`src/irp_defines.svh`:
```
`ifndef IRP_DEFINES_SVH
`define IRP_DEFINES_SVH

// ****************************************************************
// Widths
// ****************************************************************
`define IRP_N        8      // Interrupt latch bits, 0 is highest priority
`define IRP_IDX_W    3
`define IRP_PC_W     24
`define IRP_EXT_W    3      // External interrupt pins
`define IRP_CNT_W    3      // Hold-off counter width
`define IRP_SQ_W     4      // Stages squashed on a take

// ****************************************************************
// Latch bit positions
// ****************************************************************
`define IRP_BIT_EXT0  0     // External pins use bits 0..2
`define IRP_BIT_ARITH 3     // Arithmetic exception
`define IRP_BIT_INSTR 4     // Raised by an executing instruction
`define IRP_BIT_INT0  5     // Internal sources use bits 5..7
`define IRP_INT_W     3

// ****************************************************************
// Reset values and constants
// ****************************************************************
`define IRP_LATCH_RST  8'h00
`define IRP_PC_RST     24'h000000
`define IRP_SQ_ALL     4'hf
`define IRP_SQ_NONE    4'h0
`define IRP_EXT_IDLE   3'h7      // Pins are active low
`define IRP_CNT_ZERO   3'h0
`define IRP_CNT_ONE    3'h1
`define IRP_VEC_SHIFT  2         // Vectors spaced four instructions apart
`define IRP_VEC_BASE   24'h000000

// ****************************************************************
// Hold-off lengths, cycles including the trigger cycle
// ****************************************************************
`define IRP_HOLD_BR     3
`define IRP_HOLD_ALOOP  4
`define IRP_HOLD_CLOOP  4
`define IRP_HOLD_LSTART 2
`define IRP_HOLD_ISR    4
`define IRP_HOLD_NEST   5

`endif

```
`src/irp_pkg.sv`:
```
`include "irp_defines.svh"

package irp_pkg;

    // ****************************************************************
    // State of the hold-off timer
    // ****************************************************************
    typedef struct packed {
        logic [`IRP_CNT_W-1:0] cnt;
    } irp_hold_s;

    // ****************************************************************
    // State of the pin synchroniser
    // ****************************************************************
    typedef struct packed {
        logic [`IRP_EXT_W-1:0] s1;
        logic [`IRP_EXT_W-1:0] s2;
        logic [`IRP_EXT_W-1:0] s3;
        logic [`IRP_EXT_W-1:0] lvl;
    } irp_sync_s;

    // ****************************************************************
    // State of the response controller
    // ****************************************************************
    typedef struct packed {
        logic [`IRP_N-1:0]    latch;
        logic [`IRP_N-1:0]    act;
        logic                 sticky;
        logic                 tgt_vld;
        logic [`IRP_PC_W-1:0] tgt;
        logic                 push;
        logic                 vfetch;
        logic [`IRP_SQ_W-1:0] squash;
        logic [`IRP_PC_W-1:0] ret;
        logic [`IRP_PC_W-1:0] vec;
        logic                 held;
    } irp_state_s;

endpackage

```
`src/irp_hold_timer.sv`:
```
`include "irp_defines.svh"

module irp_hold_timer
    import irp_pkg::*;
#(
    parameter int LEN = 2
) (
    input  wire logic i_mclk,   // Core clock
    input  wire logic i_arst_n, // Async reset, active low
    input  wire logic i_ce,     // Clock enable
    input  wire logic i_trig,   // Start of the hold-off window
    output logic      o_busy    // Window active, trigger cycle included
);

    irp_hold_s st_ff;
    irp_hold_s nxt_st;

    // Reload on trigger, else count down to zero
    always_comb begin
        nxt_st = st_ff;
        if (i_trig) begin
            nxt_st.cnt = `IRP_CNT_W'(LEN - 1);
        end else if (st_ff.cnt != `IRP_CNT_ZERO) begin
            nxt_st.cnt = st_ff.cnt - `IRP_CNT_ONE;
        end
    end

    // State register
    always_ff @(posedge i_mclk or negedge i_arst_n) begin
        if (!i_arst_n) begin
            st_ff.cnt <= `IRP_CNT_ZERO;
        end else if (i_ce) begin
            st_ff <= nxt_st;
        end
    end

    assign o_busy = i_trig || (st_ff.cnt != `IRP_CNT_ZERO);

endmodule

```
`src/irp_pin_sync.sv`:
```
`include "irp_defines.svh"

module irp_pin_sync
    import irp_pkg::*;
(
    input  wire logic                  i_mclk,   // Core clock
    input  wire logic                  i_arst_n, // Async reset, active low
    input  wire logic                  i_ce,     // Clock enable
    input  wire logic [`IRP_EXT_W-1:0] i_pin,    // Raw asynchronous pins
    output logic      [`IRP_EXT_W-1:0] o_level   // Filtered level
);

    irp_sync_s st_ff;
    irp_sync_s nxt_st;

    // Shift chain, level follows once stages two and three agree
    always_comb begin
        nxt_st     = st_ff;
        nxt_st.s1  = i_pin;
        nxt_st.s2  = st_ff.s1;
        nxt_st.s3  = st_ff.s2;
        nxt_st.lvl = o_level;
    end

    // State register
    always_ff @(posedge i_mclk or negedge i_arst_n) begin
        if (!i_arst_n) begin
            st_ff <= {4{`IRP_EXT_IDLE}};
        end else if (i_ce) begin
            st_ff <= nxt_st;
        end
    end

    // Agreement filter per pin
    always_comb begin
        for (int i = 0; i < `IRP_EXT_W; i++) begin
            o_level[i] = (st_ff.s2[i] == st_ff.s3[i]) ? st_ff.s3[i] : st_ff.lvl[i];
        end
    end

endmodule

```
`src/irp_resp_ctrl.sv`:
```
// Contract
// - Latch and recognise next cycle, not processed
// - Third cycle: push decode PC, vector, squash four
// - Delayed branch: push target, vector fetch later
// - PM conflict: stall one, then process
// - Instruction interrupt taken in execute, latch next
// - One instruction completes, four aborted
// - Arithmetic exception processed two cycles after
// - External pin interrupts see five cycle latency
// - Latch write: two more instructions first
// - Nesting adds one cycle before next take
// - Hold-off still latches, defers processing
// - Jump or call holds off three cycles
// - Branch in address with loop end holds
// - First cycle of uncached PM conflict holds
// - Arithmetic loop abort holds four cycles
// - Short counter loop expiry holds four cycles
// - Loop start of 1,2,4 holds two cycles
// - First four cycles of service routine hold
// - DMA or wait-state stall cycles hold
// - Respond if unmasked, enabled, highest priority
// - Sync, latch and recognise, then branch
// - Active routine's latch bit cleared every cycle
`include "irp_defines.svh"

module irp_resp_ctrl
    import irp_pkg::*;
(
    input  wire logic                  i_mclk,         // Core clock, 20 MHz
    input  wire logic                  i_arst_n,       // Async reset, active low
    input  wire logic                  i_ce,           // Clock enable, freezes state
    input  wire logic [`IRP_EXT_W-1:0] i_ext_irq_n,    // External interrupt pins, low active
    input  wire logic [`IRP_INT_W-1:0] i_int_req,      // Internal source pulses
    input  wire logic                  i_arith_exc,    // Arithmetic exception in execute
    input  wire logic                  i_sticky_clr,   // Software clears sticky status
    input  wire logic                  i_instr_irq,    // Executing instruction raises irq
    input  wire logic                  i_latch_wr,     // Latch register write
    input  wire logic [`IRP_N-1:0]     i_latch_wdata,  // Latch register write data
    input  wire logic [`IRP_N-1:0]     i_mask,         // Per-bit unmask
    input  wire logic                  i_glob_en,      // Global interrupt enable
    input  wire logic                  i_nest_en,      // Nesting enable bit
    input  wire logic                  i_rti,          // Return from interrupt executes
    input  wire logic [`IRP_PC_W-1:0]  i_decode_pc,    // Address of decode-stage instr
    input  wire logic                  i_branch_exec,  // Jump or call executes
    input  wire logic                  i_branch_dly,   // That branch is delayed
    input  wire logic [`IRP_PC_W-1:0]  i_branch_tgt,   // Target of that branch
    input  wire logic                  i_br_loop_end,  // Branch in address, loop end in fetch1
    input  wire logic                  i_pm_conflict,  // First cycle of uncached PM conflict
    input  wire logic                  i_aloop_abort,  // Arithmetic loop aborts
    input  wire logic                  i_cloop_expire, // Short counter loop expires
    input  wire logic                  i_loop_start,   // Loop start of 1, 2 or 4 instrs
    input  wire logic                  i_mem_stall,    // DMA conflict or wait state
    output logic                       o_push,         // Push return address, pulse
    output logic [`IRP_PC_W-1:0]       o_ret_addr,     // Return address to push
    output logic                       o_vec_fetch,    // Start vector fetch, pulse
    output logic [`IRP_PC_W-1:0]       o_vec_addr,     // Vector address
    output logic [`IRP_SQ_W-1:0]       o_squash,       // Turn stages into nop, pulse
    output logic [`IRP_N-1:0]          o_latch,        // Interrupt latch register
    output logic [`IRP_N-1:0]          o_active,       // Routines in service
    output logic                       o_sticky,       // Arithmetic sticky status
    output logic                       o_held          // Processing held off
);

    // ****************************************************************
    // Hold-off sources
    // ****************************************************************

    logic [`IRP_EXT_W-1:0] ext_lvl_n;
    logic                  br_busy;
    logic                  aloop_busy;
    logic                  cloop_busy;
    logic                  lstart_busy;
    logic                  isr_busy;
    logic                  nest_busy;
    logic                  hold;

    irp_state_s st_ff;
    irp_state_s nxt_st;

    // Pin synchroniser feeding the latch
    irp_pin_sync u_pin_sync (
        .i_mclk   (i_mclk),
        .i_arst_n (i_arst_n),
        .i_ce     (i_ce),
        .i_pin    (i_ext_irq_n),
        .o_level  (ext_lvl_n)
    );

    // Jump or call plus two cycles
    irp_hold_timer #(.LEN(`IRP_HOLD_BR)) u_hold_br (
        .i_mclk   (i_mclk),
        .i_arst_n (i_arst_n),
        .i_ce     (i_ce),
        .i_trig   (i_branch_exec),
        .o_busy   (br_busy)
    );

    // Arithmetic loop abort plus three
    irp_hold_timer #(.LEN(`IRP_HOLD_ALOOP)) u_hold_aloop (
        .i_mclk   (i_mclk),
        .i_arst_n (i_arst_n),
        .i_ce     (i_ce),
        .i_trig   (i_aloop_abort),
        .o_busy   (aloop_busy)
    );

    // Short counter loop expiry plus three
    irp_hold_timer #(.LEN(`IRP_HOLD_CLOOP)) u_hold_cloop (
        .i_mclk   (i_mclk),
        .i_arst_n (i_arst_n),
        .i_ce     (i_ce),
        .i_trig   (i_cloop_expire),
        .o_busy   (cloop_busy)
    );

    // Loop start plus one
    irp_hold_timer #(.LEN(`IRP_HOLD_LSTART)) u_hold_lstart (
        .i_mclk   (i_mclk),
        .i_arst_n (i_arst_n),
        .i_ce     (i_ce),
        .i_trig   (i_loop_start),
        .o_busy   (lstart_busy)
    );

    // First four cycles of a service routine
    irp_hold_timer #(.LEN(`IRP_HOLD_ISR)) u_hold_isr (
        .i_mclk   (i_mclk),
        .i_arst_n (i_arst_n),
        .i_ce     (i_ce),
        .i_trig   (st_ff.vfetch),
        .o_busy   (isr_busy)
    );

    // One cycle more when nesting
    irp_hold_timer #(.LEN(`IRP_HOLD_NEST)) u_hold_nest (
        .i_mclk   (i_mclk),
        .i_arst_n (i_arst_n),
        .i_ce     (i_ce),
        .i_trig   (st_ff.vfetch),
        .o_busy   (nest_busy)
    );

    // Union of every hold-off condition
    assign hold = br_busy || aloop_busy || cloop_busy || lstart_busy
               || i_br_loop_end
               || i_pm_conflict
               || i_mem_stall
               || (i_nest_en ? nest_busy : isr_busy);

    // ****************************************************************
    // Recognition and response
    // ****************************************************************

    logic [`IRP_N-1:0]     allow;
    logic [`IRP_N-1:0]     cand;
    logic                  take;
    logic [`IRP_IDX_W-1:0] take_idx;
    logic                  instr_take;
    logic                  blk;
    logic                  rti_blk;

    // Priority gate and encoder
    always_comb begin
        blk   = 1'b0;
        allow = '0;
        for (int i = 0; i < `IRP_N; i++) begin
            if (st_ff.act[i]) begin
                blk = 1'b1;
            end
            allow[i] = !blk && (i_nest_en || (st_ff.act == '0));
        end
        cand = (st_ff.latch & i_mask & allow & ~st_ff.act)
             & {`IRP_N{i_glob_en}};
        cand[`IRP_BIT_INSTR] = cand[`IRP_BIT_INSTR]
                            || (i_instr_irq && i_mask[`IRP_BIT_INSTR]
                                && allow[`IRP_BIT_INSTR] && i_glob_en);
        take     = !hold && (cand != '0);
        take_idx = '0;
        for (int i = `IRP_N - 1; i >= 0; i--) begin
            if (cand[i]) begin
                take_idx = `IRP_IDX_W'(i);
            end
        end
        instr_take = take && (take_idx == `IRP_IDX_W'(`IRP_BIT_INSTR)) && i_instr_irq;
    end

    // Next state
    always_comb begin
        nxt_st        = st_ff;
        nxt_st.push   = 1'b0;
        nxt_st.vfetch = 1'b0;
        nxt_st.squash = `IRP_SQ_NONE;
        nxt_st.held   = hold;
        rti_blk       = 1'b0;

        // Sticky status one cycle after the exception, set wins
        if (i_arith_exc) begin
            nxt_st.sticky = 1'b1;
        end else if (i_sticky_clr) begin
            nxt_st.sticky = 1'b0;
        end

        // Latch: software write, then sources OR in
        if (i_latch_wr) begin
            nxt_st.latch = i_latch_wdata;
        end
        for (int i = 0; i < `IRP_EXT_W; i++) begin
            nxt_st.latch[`IRP_BIT_EXT0 + i] = nxt_st.latch[`IRP_BIT_EXT0 + i]
                                            || !ext_lvl_n[i];
        end
        for (int i = 0; i < `IRP_INT_W; i++) begin
            nxt_st.latch[`IRP_BIT_INT0 + i] = nxt_st.latch[`IRP_BIT_INT0 + i]
                                            || i_int_req[i];
        end
        nxt_st.latch[`IRP_BIT_ARITH] = nxt_st.latch[`IRP_BIT_ARITH] || st_ff.sticky;
        nxt_st.latch[`IRP_BIT_INSTR] = nxt_st.latch[`IRP_BIT_INSTR] || instr_take;
        nxt_st.latch = nxt_st.latch & ~st_ff.act;

        // Delayed branch target kept until the branch hold-off ends
        if (i_branch_exec && i_branch_dly) begin
            nxt_st.tgt_vld = 1'b1;
            nxt_st.tgt     = i_branch_tgt;
        end else if (take || !br_busy) begin
            nxt_st.tgt_vld = 1'b0;
        end

        // Return from the highest priority routine
        if (i_rti) begin
            for (int i = 0; i < `IRP_N; i++) begin
                if (st_ff.act[i] && !rti_blk) begin
                    nxt_st.act[i] = 1'b0;
                    rti_blk       = 1'b1;
                end
            end
        end

        // Take: push, vector fetch, squash the four younger
        if (take) begin
            nxt_st.push   = 1'b1;
            nxt_st.vfetch = 1'b1;
            nxt_st.squash = `IRP_SQ_ALL;
            nxt_st.ret    = st_ff.tgt_vld ? st_ff.tgt : i_decode_pc;
            nxt_st.vec    = `IRP_VEC_BASE
                          | (`IRP_PC_W'(take_idx) << `IRP_VEC_SHIFT);
            nxt_st.act[take_idx] = 1'b1;
        end
    end

    // State register
    always_ff @(posedge i_mclk or negedge i_arst_n) begin
        if (!i_arst_n) begin
            st_ff <= '{latch: `IRP_LATCH_RST, act: `IRP_LATCH_RST, sticky: 1'b0,
                       tgt_vld: 1'b0, tgt: `IRP_PC_RST, push: 1'b0, vfetch: 1'b0,
                       squash: `IRP_SQ_NONE, ret: `IRP_PC_RST, vec: `IRP_PC_RST,
                       held: 1'b0};
        end else if (i_ce) begin
            st_ff <= nxt_st;
        end
    end

    // Outputs straight from the state register
    assign o_push      = st_ff.push;
    assign o_ret_addr  = st_ff.ret;
    assign o_vec_fetch = st_ff.vfetch;
    assign o_vec_addr  = st_ff.vec;
    assign o_squash    = st_ff.squash;
    assign o_latch     = st_ff.latch;
    assign o_active    = st_ff.act;
    assign o_sticky    = st_ff.sticky;
    assign o_held      = st_ff.held;
endmodule

```
`config.mk`:
```
export PLATFORM = sky130hd
export DESIGN_NAME = irp_resp_ctrl
export DESIGN_NICKNAME = d
export VERILOG_FILES = /design/src/irp_pkg.sv /design/src/irp_hold_timer.sv /design/src/irp_pin_sync.sv /design/src/irp_resp_ctrl.sv
export VERILOG_INCLUDE_DIRS = /design/src
export SDC_FILE = /design/constraint.sdc
export NUM_CORES = 1
export LEC_CHECK = 0
export BUFFER_PORTS_ARGS = -buffer_cell sky130_fd_sc_hd__buf_2
export CORE_MARGIN = 2
export CORE_UTILIZATION = 50
export CTS_BUF_LIST = sky130_fd_sc_hd__clkbuf_8
export DETAILED_ROUTE_END_ITERATION = 7
export PLACE_DENSITY = 0.83
export SKIP_LAST_GASP = 1
export SYNTH_ARGS = -nofsm -noshare
export SYNTH_HDL_FRONTEND = slang
export SYNTH_SLANG_ARGS = --single-unit
```
`constraint.sdc`:
```
create_clock -name i_mclk -period 3.2 [get_ports i_mclk]
set_input_delay 0 -clock i_mclk [delete_from_list [all_inputs] [get_ports i_mclk]]
set_output_delay 0 -clock i_mclk [all_outputs]
set_load 0.02 [all_outputs]
```
==> results of run 1 <==
## layer usage
metal,wire [µm],GRT usage,part of all wire,up-vias
li1,-,-,-,1950
met1,4930,0.266,0.37,2072
met2,7070,0.400,0.53,166
met3,837,0.0640,0.063,38
met4,517,0.126,0.039,0
met5,0,0,0,-
## worst register-to-register path, delay by kind of cell, from the launching register on
kind	cells	cell delay, ps
buf+inv	2	310
flops	1	400
compound gates	2	440
fa+ha+maj	2	400
simple gates	2	700
mux	1	370
## state kept, by name, indices dropped and copies added (netlist names), 6 cells and up
name	flops
st_ff	25
o_ret_addr	24
o_active	8
o_latch	8
u_pin_sync.nxt_st	6
u_pin_sync.st_ff	6
## synthesized netlist by cell type (all sizes together) (2+ instances only)
cell type	instances
ha	12
o31ai	9
o22a	7
nor2	23
nand2	22
a22oi	5
a21oi	28
nor3	7
buf	75
nand3b	3
a21o	2
maj3	3
and3	2
nand3	7
o21ai	18
o22ai	6
o21a	3
a31oi	5
dfstp	12
clkbuf	11
o41ai	4
inv	26
nand2b	7
dfrtp	89
a22o	2
or3	2
mux2	85
## cell type report
type / count / area, µm² / share of cell area
clock buffers: 11 / 151 / 0.0225
well taps: 140 / 175 / 0.0261
flip-flops and latches: 101 / 2540 / 0.378
repair buffers: 205 / 1360 / 0.203
clock inverters: 5 / 57.6 / 0.00856
multi-input cells: 301 / 2330 / 0.347
inverters: 26 / 97.6 / 0.0145
## power groups by stage
stage	clock [W]	sequential, W	combinational (W)
2_1_floorplan	0	0.00160	0.000671
5_1_grt	0.000928	0.00165	0.00104
6_report	0.000843	0.00163	0.000926
3_5_place_dp	0	0.00165	0.000855
3_3_place_gp	0	0.00163	0.000795
4_1_cts	0.000867	0.00162	0.000920
## logic make-up after synthesis
| family | share of synthesized area |
|---|---|
| AO/OA/AOI/OAI | 0.115 |
| adder cells (fa/ha/maj) | 0.0327 |
| buffers and inverters | 0.128 |
| flip-flops | 0.462 |
| multiplexers | 0.182 |
| other | 0.000681 |
| AND/OR/NAND/NOR | 0.0798 |
## through the flow
step                      cells  total power, W   util  setup slack [ps]  instance area [µm²]
final                       789         0.00339  0.623               455                 6720
after global routing        789         0.00362  0.623               257                 6720
after CTS                   789         0.00341  0.623               472                 6720
after detailed placement    711         0.00250  0.546               493                 5890
after global placement      711         0.00242  0.546               628                 5890
after floorplan             514         0.00227      -               618                 5580
## worst max-delay path by stage
stage / endpoint / depth (start not counted) / from / slack [ps]
finish: o_ret_addr[19] / 9 / u_hold_cloop.st_ff[0] / 460
global route: o_ret_addr[19] / 9 / u_hold_lstart.st_ff[0] / 260
CTS: o_vec_addr[2] / 9 / u_hold_cloop.st_ff[0] / 470
detailed placement: o_ret_addr[17] / 9 / u_hold_cloop.st_ff[0] / 490
global placement: o_ret_addr[1] / 9 / u_hold_aloop.st_ff[0] / 630
floorplan: o_ret_addr[10] / 10 / u_hold_br.st_ff[0] / 620
==> impl_metrics.env, run 1 <==
export IMPL_status="finished, final reports clean"
export IMPL_combPwrFrac=0.273
export IMPL_critical_path_required_ps=3450
export IMPL_routabilityCongestion=0.905
export IMPL_ys_warn_count=0
export IMPL_ctsResizeCount=0
export IMPL_die_h_um=109
export IMPL_crit_family="simple AND/OR/NAND/NOR gates"
export IMPL_htreeDepth=3
export IMPL_p_switching_w=0.00103
export IMPL_synthesis_instances=494
export IMPL_cts_tree="built"
export IMPL_worst_ep_arrival_time_ps=2990
export IMPL_worstSetupPathType="flop to flop"
export IMPL_r2r_start="u_hold_cloop.st_ff[0]"
export IMPL_drive_above_1_share=0.385
export IMPL_pwr_share_clk=0.248
export IMPL_power_leakage_nw=3.29
export IMPL_fin_tns_setup_ps=0
export IMPL_min_path_type="primary input to flop"
export IMPL_critPathBufInv=2
export IMPL_drt_initial_drc_count=256
export IMPL_post_cts_buffers=0
export IMPL_core_um2=10800
export IMPL_slowest_delay_ps=440
export IMPL_reg2reg_to="o_ret_addr[19]"
export IMPL_reg2regPathDepth=9
export IMPL_start_kind="flop"
export IMPL_crit_top_cell="ha_1"
export IMPL_max_slew_margin=0.196
export IMPL_avgSynthCellArea_um2=11.1
export IMPL_gr_usage_all_layers=0.234
export IMPL_ctsLongestPathBuffers=2
export IMPL_synth_edff_count=0
export IMPL_die_area_um2=11900
export IMPL_yosysUniqueCellTypes=56
export IMPL_die_w_um=109
export IMPL_num_rows=38
export IMPL_p_int_w=0.00236
export IMPL_p_per_area_nw_per_um2=505
export IMPL_root_buffer="clkbuf_8"
export IMPL_layout_common_cells="buf_2, dfrtp_1, mux2_2, dlygate4sd3_1, a21oi_1"
export IMPL_clkTransAtPathRegs_ps=100
export IMPL_r2r_slack_ps=460
export IMPL_fill_cells=819
export IMPL_vdd_ir_drop_max_uv=295
export IMPL_path_cells="inv_1 -> ha_1 -> ha_1 -> nor4bb_1 -> o2111ai_1 -> or2_2 -> a31oi_4 -> buf_12 -> mux2_1"
export IMPL_max_freq_mhz=364
export IMPL_hold_path_endpoint="o_latch[5]"
export IMPL_slowest_stage="or2_2"
export IMPL_synth_top_area_frac=0.405
export IMPL_pwr_share_seq=0.479
export IMPL_final_antenna_net_count=0
export IMPL_async_flop_share=1.00
export IMPL_viasPerCell=5.36
export IMPL_hold_ws_ps=20.2
export IMPL_wirelength_um=13400
export IMPL_cts_sinks=101
export IMPL_post_route_drc_count=0
export IMPL_rsz0062_at_grt="no"
export IMPL_whs_path_depth=5
export IMPL_finalMaxSlewViolations=0
export IMPL_synth_area_leader_cell="dfrtp_1"
export IMPL_grt_pass1_vias=4443
export IMPL_switching_share=0.304
export IMPL_netlist_top_cells_area="dfrtp_1, mux2_2, buf_4, dfstp_2, ha_1"
export IMPL_grt_pass1_wl_um=21100
export IMPL_ys_ff_latch=101
export IMPL_io_buffers=138
export IMPL_hold_violations=0
export IMPL_grt_max_degree=81
export IMPL_drv_cap=0
export IMPL_tightestPinTransition_ps=1200
export IMPL_min_period_over_period=0.858
export IMPL_via_count=4226
export IMPL_hold_buffers=62
export IMPL_cp_end_kind="flop"
export IMPL_worstPathMaxFanout=25
export IMPL_worstHoldStart="i_int_req[0]"
export IMPL_insertion_delay_ps=370
export IMPL_cts_made_buffers=9
export IMPL_dp_hpwl_um=8820
export IMPL_syn_cell_area_um2=5510
export IMPL_final_common_cell="buf_2"
export IMPL_fin_nets=744
export IMPL_start_util=0.510
export IMPL_first_pass_iters=5
export IMPL_fin_worst_skew_ps=10.2
export IMPL_antenna_found_initial=0
export IMPL_synthFlopType="dfrtp_1"
export IMPL_synth_seq_area_share=0.462
export IMPL_antennaDiodeCount=0
export IMPL_final_setup_viol_count=0
export IMPL_overflow=0
export IMPL_min_period_ps=2740
export IMPL_wl_per_cell_um=16.9
export IMPL_ios=160
export IMPL_area_delta_synth_final_pct=22.1
No activity file was read; power rests on OpenSTA's default activity.
==> run 2: changes to the inputs <==
Settings changed: SYNTH_HIERARCHICAL set to 1.
==> run 2 against run 1 <==
Compared with the run above: wire length is essentially flat; non-clock buffer count grew 7; clock-buffer cell count shrank 2; first-iteration DRC count shrank 11%; critical path depth shrank 1; hold slack gained 8.1 ps; die area grew 3.4%; sequential share of layout area shrank 0.96 points; register-to-register slack gained 80 ps; sequential power grew 2%; sequential cell count is the same; highest routed layer unchanged; design area grew 2.6%.
==> impl_metrics.env, run 2 <==
export IMPL_synth_area_leader_cell="dfrtp_1"
export IMPL_crit_end="o_ret_addr[11]"
export IMPL_fin_tns_setup_ps=0
export IMPL_die_area_um2=12300
export IMPL_synthesis_instances=507
export IMPL_regMostFlops="st_ff"
export IMPL_yosysUniqueCellTypes=62
export IMPL_hold_violations=0
export IMPL_grt_pass1_vias=4434
export IMPL_reg2regPathDepth=8
export IMPL_reg2reg_to="o_ret_addr[11]"
export IMPL_drive_above_1_share=0.410
export IMPL_num_rows=38
export IMPL_synth_top_area_frac=0.391
export IMPL_cp_end_kind="flop"
export IMPL_ios=160
export IMPL_viasPerCell=5.26
export IMPL_post_cts_buffers=0
export IMPL_die_w_um=111
export IMPL_antennaDiodeCount=0
export IMPL_min_period_ps=2670
export IMPL_p_per_area_nw_per_um2=493
export IMPL_fill_cells=844
export IMPL_core_um2=11000
export IMPL_ys_ff_latch=101
export IMPL_drt_initial_drc_count=228
export IMPL_antenna_found_initial=0
export IMPL_start_util=0.519
export IMPL_layout_setup_ws_ps=533
export IMPL_synth_top_cells_by_count="dfrtp_1, buf_4, mux2_2, a21oi_1, inv_1"
export IMPL_min_path_type="primary input to flop"
export IMPL_yosysMostFrequentCell="dfrtp_1"
export IMPL_crit_start="u_hold_aloop/st_ff[0]"
export IMPL_start_kind="flop"
export IMPL_r2r_slack_ps=530
export IMPL_worst_ep_arrival_time_ps=2940
export IMPL_ys_warn_count=6
export IMPL_synth_edff_count=0
export IMPL_clkTransAtPathRegs_ps=100
export IMPL_die_h_um=111
export IMPL_worstSetupPathType="flop to flop"
export IMPL_routabilityCongestion=0.802
export IMPL_grt_max_degree=61
export IMPL_cts_sinks=101
export IMPL_status="finished, final reports clean"
export IMPL_gr_usage_all_layers=0.223
export IMPL_r2r_start="u_hold_aloop/st_ff[0]"
export IMPL_synth_seq_area_share=0.446
export IMPL_avgSynthCellArea_um2=11.2
export IMPL_wl_per_cell_um=16.5
export IMPL_max_freq_mhz=375
export IMPL_layout_common_cells="buf_2, dfrtp_1, dlygate4sd3_1"
export IMPL_wirelength_um=13400
export IMPL_async_flop_share=1.00
export IMPL_max_slew_margin=0.270
export IMPL_synthFlopType="dfrtp_1"
export IMPL_rsz0062_at_grt="no"
export IMPL_power_leakage_nw=3.38
export IMPL_ctsResizeCount=0
export IMPL_area_delta_synth_final_pct=21.0
export IMPL_tightestPinTransition_ps=1100
export IMPL_cts_tree="built"
export IMPL_first_pass_iters=5
export IMPL_insertion_delay_ps=390
export IMPL_fin_nets=764
export IMPL_final_common_cell="buf_2"
export IMPL_final_setup_viol_count=0
export IMPL_pre_cts_slack_ps=547
export IMPL_ctsLongestPathBuffers=2
export IMPL_post_route_drc_count=0
export IMPL_critical_path_required_ps=3470
export IMPL_min_period_over_period=0.834
export IMPL_grt_pass1_wl_um=22100
export IMPL_largest_reg_flops=25
export IMPL_dp_hpwl_um=8690
export IMPL_hold_buffers=67
export IMPL_syn_cell_area_um2=5700
export IMPL_vdd_ir_drop_max_uv=360
export IMPL_power_w=0.00340
export IMPL_drv_cap=0
export IMPL_overflow=0
export IMPL_worstPathMaxFanout=16
export IMPL_fin_worst_skew_ps=14.3
export IMPL_io_buffers=138
export IMPL_finalMaxSlewViolations=0
export IMPL_root_buffer="clkbuf_8"
export IMPL_netlist_top_cells_area="dfrtp_1, mux2_2, buf_4, mux2_4, dfstp_2"
export IMPL_via_count=4259
export IMPL_htreeDepth=3
export IMPL_final_antenna_net_count=0
export IMPL_cts_made_buffers=9
[run 2: cell count changes after synthesis, moves of 4 or more]
cell,before,now
or3b_4,0,5
a22oi_1,5,0
o31ai_1,8,4
a21o_1,2,6
mux2_2,62,58
mux2_1,13,0
mux2_4,10,23
a21oi_1,28,35
nand2b_1,7,12
nor2_1,23,19
[run 2: cell families (layout without fill, tap and decap cells)]
family	Yosys count	count (layout)	synth area share
compound gates	103	103	0.119
buf+inv	113	255	0.132
simple gates	92	92	0.0944
fa+ha+maj	15	15	0.0316
other cells	1	21	0.000658
mux	82	82	0.177
flops	101	101	0.446
[run 2: final cells by class]
type	count	area, µm²	area share
repair buffers	212	1420	0.205
multi-input cells	313	2480	0.360
flip-flops and latches	101	2540	0.369
clock buffers	9	124	0.0180
well taps	140	175	0.0254
clock inverters	7	56.3	0.00816
inverters	27	101	0.0147
[run 2: worst min path at each step]
stage                           from     endpoint  slack, ps  cells past startpoint
floorplan                   i_arst_n  o_active[0]       -300                      0
global placement            i_arst_n    st_ff[71]         30                      1
detailed placement          i_arst_n    st_ff[72]         40                      1
CTS                 i_latch_wdata[7]   o_latch[7]          8                      4
global route        i_latch_wdata[3]   o_latch[3]         20                      4
finish              i_latch_wdata[7]   o_latch[7]         30                      4
[run 2: where the power goes]
group          switching [W]  total (W)  internal [W]
sequential          0.000183    0.00167       0.00148
clock               0.000474   0.000766      0.000292
combinational       0.000435   0.000965      0.000530
[run 2: metal layers]
metal | part of all wire | up-vias | global-route usage
met4 | 0.018 | 0 | 0.0708
met3 | 0.061 | 22 | 0.0574
met1 | 0.41 | 2064 | 0.265
met2 | 0.52 | 176 | 0.396
met5 | 0 | - | 0
li1 | - | 1997 | -
[run 2: critical path, cell delays in order (launching register included)]
cell and delay, ps:
dfrtp_1 410, inv_1 90, ha_1 180, or3b_4 390, nor4_1 350, nand3_1 240
a31oi_4 200, buf_4 310, mux2_2 370
[run 2: per-stage QoR]
step,hold WS [ps],utilization,area [µm²],cells
3_3_place_gp,29.5,0.551,6050,726
6_report,28.3,0.628,6900,809
3_5_place_dp,42.7,0.551,6050,726
2_1_floorplan,-296,-,5780,527
5_1_grt,15.9,0.628,6900,809
4_1_cts,8.14,0.628,6900,809
